[src/design/power_monitor_pkg.sv]
// Constants shared by the power monitor result and limit logic.
// Assumes a 16-bit register port fed by a serial slave outside this block.
// Summary of operation
// - Smallest gain: shunt result is 12-bit signed, D15..D12 all sign copies.
// - Bus range 10/11: 14-bit result in D15..D2, done in D1, overflow D0.
// - Range 01: 13 bits in D15..D3; range 00: 12 bits in D14..D3.
// - Bus result step is 4 mV for every range; only valid bits change.
// - Done flag works in triggered modes; low while converting, high after.
// - Done flag clears on configuration write and on power result read.
// - Overflow flag sets when current or power result is out of range.
// - Calibration at 05h is read/write, scale in 15..1, bit 0 reads zero.
// - Current uses shunt times calibration with 4096 internal resolution.
// - Conversion settings 3 and above mean 15-bit resolution, span 32768.
// - Current result at 04h is read-only 16-bit two's complement.
// - Power result at 03h is read-only, meaningful only after calibration.
// - Power step is current step times bus step times 5000; 60 V doubles.
// - Bus result at 02h is read-only, formatted by the bus range select.
// - Each reading is compared with its limits once per conversion.
// - Limit breach sets its warning; alert pin with alert enable, or always with the force bit.
// - Shunt limit step is 2.56 mV.
// - Bus limits at 07h: unsigned upper byte maximum, lower minimum, 256 mV.
// - Warnings at 08h bits 3..0 read one when set; write one clears.
// - With alert enable, any set warning pulls the alert pin low.
// - Bus range select 00 is 16 V, 01 is 32 V, 10 or 11 is 60 V.
package power_monitor_pkg;
  localparam logic [3:0] ADDR_CONFIG = 4'h0;
  localparam logic [3:0] ADDR_SHUNT = 4'h1;
  localparam logic [3:0] ADDR_BUS = 4'h2;
  localparam logic [3:0] ADDR_POWER = 4'h3;
  localparam logic [3:0] ADDR_CURRENT = 4'h4;
  localparam logic [3:0] ADDR_CAL = 4'h5;
  localparam logic [3:0] ADDR_SHUNT_LIM = 4'h6;
  localparam logic [3:0] ADDR_BUS_LIM = 4'h7;
  localparam logic [3:0] ADDR_STATUS = 4'h8;
  localparam logic [3:0] ADDR_AUX = 4'h9;
  // Field positions
  localparam int WARN_SHUNT_HI = 3;
  localparam int WARN_SHUNT_LO = 2;
  localparam int WARN_BUS_HI = 1;
  localparam int WARN_BUS_LO = 0;
  localparam int AUX_FORCE = 8;
  localparam int AUX_ALERT_EN = 7;
  // Reset values
  localparam logic [15:0] RESET_WORD = 16'h0000;
  localparam logic [15:0] RESET_BUS_LIM = 16'hFF00;
  localparam logic [15:0] RESET_SHUNT_LIM = 16'h7F80;
  // Arithmetic constants
  localparam int MATH_SHIFT = 12;
  localparam int SHUNT_CMP_SHIFT = 8;
  localparam int BUS_CMP_SHIFT = 6;
  localparam logic [3:0] FULL_RES_SETTING = 4'h3;
  localparam logic [29:0] POWER_DIVISOR = 30'h00001388;
  typedef enum logic [1:0] {
    IDLE = 2'b00,
    CALC = 2'b01,
    CHECK = 2'b11
  } state_t;
endpackage

[src/design/power_monitor_result_registers.sv]
// Result, calibration, limit and warning registers of the power monitor.
// Assumes an outside serial slave giving single-cycle read/write strobes
// and an ADC giving one sample pulse per completed conversion.
`timescale 1ns/10ps
`default_nettype none
module power_monitor_result_registers
  import power_monitor_pkg::*;
(
  input wire logic clock,
  input wire logic rst_b,
  input wire logic [3:0] regAddr,
  input wire logic [15:0] regWrData,
  input wire logic regWrite,
  input wire logic regRead,
  output logic [15:0] regRdData,
  input wire logic sampleValid,
  input wire logic [15:0] sampleShunt,
  input wire logic [13:0] sampleBus,
  input wire logic [1:0] busRangeSelect,
  input wire logic [1:0] shuntGainSelect,
  input wire logic [3:0] shuntConversionSetting,
  input wire logic triggeredMode,
  input wire logic alertPinIn,
  output logic alertPinOut,
  output logic alertPinOe
);

  typedef struct packed {
    state_t state;
    logic [15:0] shunt;
    logic [13:0] busCode;
    logic [15:0] current;
    logic [15:0] power;
    logic [14:0] calScaleBits;
    logic [15:0] shuntLimits;
    logic [15:0] busLimits;
    logic [3:0] warn;
    logic thresholdAlertEnable;
    logic forceAlert;
    logic convDone;
    logic mathOverrange;
    logic alertDrive;
    logic [15:0] rdData;
  } regs_t;

  regs_t s;
  regs_t next_s;

  // Sign-extend the shunt sample from the top bit of the gain range
  function automatic logic [15:0] fmtShunt(input logic [15:0] raw,
                                            input logic [1:0] gain);
    logic [15:0] res;
    res = raw;
    case (gain)
      2'b00: res = {{4{raw[11]}}, raw[11:0]};
      2'b01: res = {{3{raw[12]}}, raw[12:0]};
      2'b10: res = {{2{raw[13]}}, raw[13:0]};
      default: res = raw;
    endcase
    return res;
  endfunction

  // Place the 4 mV bus code by range, flags in the two low bits
  function automatic logic [15:0] fmtBus(input logic [13:0] code,
                                          input logic [1:0] range,
                                          input logic done,
                                          input logic ovf);
    logic [15:0] res;
    res = 16'h0000;
    case (range)
      2'b00: res = {1'b0, code[11:0], 1'b0, done, ovf};
      2'b01: res = {code[12:0], 1'b0, done, ovf};
      default: res = {code, done, ovf};
    endcase
    return res;
  endfunction

  // Resolution shift: settings from 3 up count as full 15-bit span
  function automatic logic [1:0] resShift(input logic [3:0] setting);
    logic [1:0] sh;
    sh = 2'h0;
    if (setting >= FULL_RES_SETTING) begin
      sh = 2'h0;
    end else begin
      sh = 2'(FULL_RES_SETTING[1:0] - setting[1:0]);
    end
    return sh;
  endfunction

  // One decode for the config write, power read and status write strobes
  function automatic logic hitAddr(input logic strobe,
                                   input logic [3:0] addr,
                                   input logic [3:0] target);
    return strobe && (addr == target);
  endfunction

  // Arithmetic and limit checks
  logic signed [32:0] product;
  logic signed [35:0] curWide;
  logic [15:0] curMag;
  logic [29:0] powWide;
  logic [29:0] powQuot;
  logic curOvf;
  logic powOvf;
  logic [3:0] warnSet;
  logic [3:0] warnClr;
  logic [7:0] busScaled;
  logic signed [7:0] shuntScaled;
  logic isWrite;
  logic powerRead;
  logic configWrite;

  // Current from shunt times calibration, scaled by the internal 4096
  always_comb begin
    product = $signed(s.shunt) * $signed({1'b0, s.calScaleBits, 1'b0});
    curWide = ($signed({{3{product[32]}}, product})
               <<< resShift(shuntConversionSetting)) >>> MATH_SHIFT;
    curOvf = ~((&curWide[35:15]) | ~(|curWide[35:15]));
    curMag = curWide[15] ? 16'(-curWide[15:0]) : curWide[15:0];
  end

  // Power in units of current step times bus step times 5000
  always_comb begin
    powWide = 30'(curMag * s.busCode);
    powQuot = powWide / POWER_DIVISOR;
    if (busRangeSelect[1]) begin
      powQuot = powQuot >> 1;
    end
    powOvf = |powQuot[29:16];
  end

  // Readings aligned to the threshold steps
  assign shuntScaled = $signed(s.shunt[15:SHUNT_CMP_SHIFT]);
  assign busScaled = s.busCode[13:BUS_CMP_SHIFT];

  // Compare once, in the check state of each conversion
  always_comb begin
    warnSet = 4'h0;
    if (s.state == CHECK) begin
      warnSet[WARN_SHUNT_HI] = shuntScaled > $signed(s.shuntLimits[15:8]);
      warnSet[WARN_SHUNT_LO] = shuntScaled < $signed(s.shuntLimits[7:0]);
      warnSet[WARN_BUS_HI] = busScaled > s.busLimits[15:8];
      warnSet[WARN_BUS_LO] = busScaled < s.busLimits[7:0];
    end
  end

  // Host strobes
  assign isWrite = regWrite;
  assign configWrite = hitAddr(isWrite, regAddr, ADDR_CONFIG);
  assign powerRead = hitAddr(regRead, regAddr, ADDR_POWER);
  assign warnClr = hitAddr(isWrite, regAddr, ADDR_STATUS) ? regWrData[3:0] : 4'h0;

  // Next state of the whole block
  always_comb begin
    next_s = s;
    next_s.rdData = s.rdData;

    // Conversion sequence
    case (s.state)
      IDLE: begin
        if (sampleValid) begin
          next_s.shunt = fmtShunt(sampleShunt, shuntGainSelect);
          next_s.busCode = sampleBus;
          next_s.convDone = 1'b0;
          next_s.state = CALC;
        end
      end
      CALC: begin
        next_s.current = curWide[15:0];
        next_s.power = powQuot[15:0];
        next_s.mathOverrange = curOvf | powOvf;
        next_s.state = CHECK;
      end
      CHECK: begin
        next_s.state = IDLE;
      end
      default: begin
        next_s.state = IDLE;
      end
    endcase

    // Done flag: host clear first, completion set wins
    if (configWrite || powerRead) begin
      next_s.convDone = 1'b0;
    end
    if (s.state == CHECK && triggeredMode) begin
      next_s.convDone = 1'b1;
    end

    // Register writes
    if (isWrite) begin
      case (regAddr)
        ADDR_CAL: next_s.calScaleBits = regWrData[15:1];
        ADDR_SHUNT_LIM: next_s.shuntLimits = regWrData;
        ADDR_BUS_LIM: next_s.busLimits = regWrData;
        ADDR_AUX: begin
          next_s.thresholdAlertEnable = regWrData[AUX_ALERT_EN];
          next_s.forceAlert = regWrData[AUX_FORCE];
        end
        default: begin
          next_s.rdData = s.rdData;
        end
      endcase
    end

    // Warnings: write one clears, a new breach in the same cycle wins
    next_s.warn = (s.warn & ~warnClr) | warnSet;

    // Alert pin pulled low while enabled warnings stand or forced
    next_s.alertDrive = (s.thresholdAlertEnable && (|s.warn)) || s.forceAlert;

    // Read data, captured one cycle after the strobe
    if (regRead) begin
      case (regAddr)
        ADDR_SHUNT: next_s.rdData = s.shunt;
        ADDR_BUS: next_s.rdData = fmtBus(s.busCode, busRangeSelect,
                                         s.convDone, s.mathOverrange);
        ADDR_POWER: next_s.rdData = s.power;
        ADDR_CURRENT: next_s.rdData = s.current;
        ADDR_CAL: next_s.rdData = {s.calScaleBits, 1'b0};
        ADDR_SHUNT_LIM: next_s.rdData = s.shuntLimits;
        ADDR_BUS_LIM: next_s.rdData = s.busLimits;
        ADDR_STATUS: next_s.rdData = {12'h000, s.warn};
        ADDR_AUX: next_s.rdData = {7'h00, s.forceAlert,
                                   s.thresholdAlertEnable, 7'h00};
        default: next_s.rdData = 16'h0000;
      endcase
    end
  end

  // State register
  always_ff @(posedge clock or negedge rst_b) begin
    if (!rst_b) begin
      s.state <= IDLE;
      s.shunt <= RESET_WORD;
      s.busCode <= 14'h0000;
      s.current <= RESET_WORD;
      s.power <= RESET_WORD;
      s.calScaleBits <= 15'h0000;
      s.shuntLimits <= RESET_SHUNT_LIM;
      s.busLimits <= RESET_BUS_LIM;
      s.warn <= 4'h0;
      s.thresholdAlertEnable <= 1'b0;
      s.forceAlert <= 1'b0;
      s.convDone <= 1'b0;
      s.mathOverrange <= 1'b0;
      s.alertDrive <= 1'b0;
      s.rdData <= RESET_WORD;
    end else begin
      s <= next_s;
    end
  end

  // Outputs; the alert pin is open drain, driven only low
  assign regRdData = s.rdData;
  assign alertPinOut = 1'b0;
  assign alertPinOe = s.alertDrive;

endmodule
`default_nettype wire

[config.mk]
export PLATFORM = sky130hd
export DESIGN_NAME = power_monitor_result_registers
export DESIGN_NICKNAME = d
export VERILOG_FILES = /design/src/design/power_monitor_pkg.sv /design/src/design/power_monitor_result_registers.sv
export SDC_FILE = /design/constraint.sdc
export NUM_CORES = 2
export LEC_CHECK = 0
export ABC_CLOCK_PERIOD_IN_PS = 42100
export BUFFER_PORTS_ARGS = -buffer_cell sky130_fd_sc_hd__buf_4
export CAP_MARGIN = 15
export CORE_MARGIN = 8
export CORE_UTILIZATION = 55
export CTS_CLUSTER_SIZE = 25
export DETAILED_ROUTE_END_ITERATION = 7
export GPL_TIMING_DRIVEN = 1
export PLACE_DENSITY = 0.76
export SYNTH_ARGS = -nofsm -noshare
export SYNTH_HDL_FRONTEND = slang
export SYNTH_SLANG_ARGS = --single-unit
[constraint.sdc]
create_clock -name clock -period 42.1 [get_ports clock]
set_input_delay 4.21 -clock clock [delete_from_list [all_inputs] [get_ports clock]]
set_output_delay 4.21 -clock clock [all_outputs]
set_load 0.05 [all_outputs]
==> flow_summary.toml <==
[timing]
worst_slack_ps = 6887
finalClockSkew_ps = 10.86
fin_crit_sh = 0.8364
layout_min_cycle_time_ps = 35210
hold_viol = 0
grt_setup_unrepaired = "no"
fin_setup_tns_ps = 0
tightest_slew_ps = 1133
final-setup-viol-count = 0
drv_slew = 0
relSlewSlack = 0.2417
fmax_ghz = 0.02840

[global_routing]
antenna_found_initial = 1
first_global_vias = 27370
grt_pass1_wl_um = 143200
grt-ovfl-total = 0
grt_max_degree = 87
grt_usage = 0.2596

[clock_tree]
cts_buffers = 17
cts-hold-fix-buffers = 0
post_cts_buffers = 0
cts_tree = "built"
cts_resized = 0
clk_latency_ps = 430
cts_buffer_depth = 2
cts.clk_slew.worst_paths_ps = 60
root_buffer = "clkbuf_16"
htreeDepth = 4
clkSinkCount = 136

[logic_synthesis]
synth_cells = 3783
syn-num-nets = 4462
synth.distinct_cells = 144
yosysSeqAreaShare = 0.1067
syn_area_um2 = 32080
synth_area_per_cell_um2 = 8.479
synth-edff-count = 0
synth-warning-count = 0
synthFlopType = "dfrtp_1"
async_flop_share = 1.000
yosys_register_bits = 136

[finish]
drive_above_1_share = 0.1030
finish.utilization = 0.5849
num-fill-cells = 5202
layout.cells.non_filler = 4514
n_antenna_cell = 0
syn2layout_area_growth_pct = 5.200
fin_nets = 4416

[drt]
drc_errors = 0
drt_first_iter_violations = 2135
wl_per_cell_um = 19.21
ant_nets = 0
avgViaCountPerCell = 6.080
drtPass1Iterations = 8
vias = 27450
wl_um = 86690

[die]
die_width_um = 257.5
fp.dieH_um = 257.5
start_util = 0.5560
io_pins = 83
core_area_um2 = 57700
die-area_um2 = 66310
num_rows = 88

[worst_setup_path]
crit_fanout = 18
crit_required_ps = 42420
critPathCaptureType = "flip-flop"
path_buf_inv = 9
worstSetupPathType = "flip-flop to flip-flop"
crit_family = "compound AO/OA/AOI/OAI gates"
slowest_stage = "dfrtp_1"
crit_path_start_kind = "flip-flop"
crit_path_frequent_cell = "nor2_1"
worstPathArrival_ps = 35540
max_stage_delay_ps = 890

[placed_design]
dp.cells = 4483
dp_hpwl_um = 67960
portBuffers = 80
pre_cts_slack_ps = 7542
routabilityCongestion = 0.9265

[job]
max_cap_violations = 0

[run_status]
status = "completed"

[min_path]
worstHoldPathType = "flip-flop to flip-flop"
cells by family after synthesis:
group           count (synthesis)  synth area share
compound gates                782            0.1804
buf+inv                       704           0.08726
other cells                     1         0.0001169
simple gates                 1244            0.1943
flops                         136            0.1067
xor+xnor                      147           0.04318
fa+ha+maj                     628            0.3399
mux                           141           0.04809
worst reg2reg max path, delay by kind of cell, from the launching register on:
kind / cells / cell delay, ps
muxes: 2 / 580
buffers and inverters: 9 / 610
AOI/OAI and AO/OA: 52 / 16140
and+or+nand+nor: 34 / 6890
DFF: 1 / 890
xor gates and xnor gates: 7 / 2510
adders and majority gates: 17 / 7490
flip-flops by register name, summed over array words and instances, names as in the netlist:
signal / flops
regRdData: 16
s: 111
alertPinOe: 1
busScaled: 8
cells in the final DEF (no fill, tap or decap), types with 12 or more instances in the layout:
cell,count
nor2_1,190
a31oi_1,29
a22oi_1,26
o21a_1,33
nand2b_1,20
nand2_1,436
a211oi_1,25
buf_4,113
dfrtp_1,120
o211ai_1,24
nor3_1,74
xor2_1,33
a21oi_1,142
nand3_1,55
mux2_2,88
nor2b_1,20
dfstp_2,16
o2111ai_1,12
nand4_1,27
a21o_1,34
ha_1,204
xnor2_1,99
and3_1,30
inv_1,524
or3_1,25
or2_1,15
mux2i_1,49
o22ai_1,34
o31ai_1,25
o21ai_0,134
and2_1,275
fa_1,410
o21ai_1,29
or2_2,12
clkbuf_16,17
worst paths after layout:
| path | from | endpoint | slack (ps) | cells past startpoint |
|---|---|---|---|---|
| worst max-delay path | s[60] | s[72] | 6890 | 121 |
| worst min-delay path | s[97] | s[97] | 480 | 2 |
| worst max register to register | s[60] | s[72] | 6890 | 121 |
| worst min register to register | s[97] | s[97] | 480 | 2 |
| max in group asynchronous | rst_b | s[88] | 37070 | 2 |
| min in group asynchronous | rst_b | s[106] | 3850 | 1 |
cells in the mapped netlist (30+ instances only):
| cell type | instances | share of area |
|---|---|---|
| and2_1 | 275 | 0.054 |
| mux2_2 | 88 | 0.031 |
| o21ai_0 | 134 | 0.021 |
| a21oi_1 | 142 | 0.022 |
| o22ai_1 | 34 | 0.0066 |
| xor2_1 | 34 | 0.0093 |
| xnor2_1 | 103 | 0.028 |
| clkbuf_1 | 116 | 0.014 |
| buf_4 | 30 | 0.0070 |
| inv_1 | 524 | 0.061 |
| and3_1 | 30 | 0.0059 |
| nand3_1 | 55 | 0.0086 |
| o21a_1 | 33 | 0.0077 |
| dfrtp_1 | 120 | 0.094 |
| a21o_1 | 34 | 0.0080 |
| mux2i_1 | 49 | 0.015 |
| nor2_1 | 190 | 0.022 |
| fa_1 | 410 | 0.26 |
| nor3_1 | 76 | 0.012 |
| ha_1 | 204 | 0.080 |
| nand2_1 | 436 | 0.051 |
final cells by class:
class                   count  area (µm²)  area share
flip-flops and latches    136        3423      0.1014
well taps                 765       957.2     0.02836
multi-input cells        2943       25920      0.7680
clock inverters            12       165.2    0.004894
clock buffers              19       452.9     0.01342
inverters                 525        1971     0.05840
repair buffers            114       859.6     0.02547
metal layers:
| metal | GRT usage | routed length (µm) | part of all wire |
|---|---|---|---|
| met5 | 0 | 0 | 0 |
| met4 | 0.1015 | 3564 | 0.041 |
| met3 | 0.03582 | 6230 | 0.072 |
| met2 | 0.4254 | 40980 | 0.47 |
| met1 | 0.3465 | 35920 | 0.41 |
through the flow:
stage               cell area (µm²)  hold WS [ps]
floorplan                     32080         446.7
global placement              33130         462.8
detailed placement            33130         471.6
CTS                           33740         484.5
global route                  33740         502.7
finish                        33740         482.0
Power is left out: the tool's default activity adds up to more than one toggle a clock period on the data nets, which glitch-free logic cannot reach.
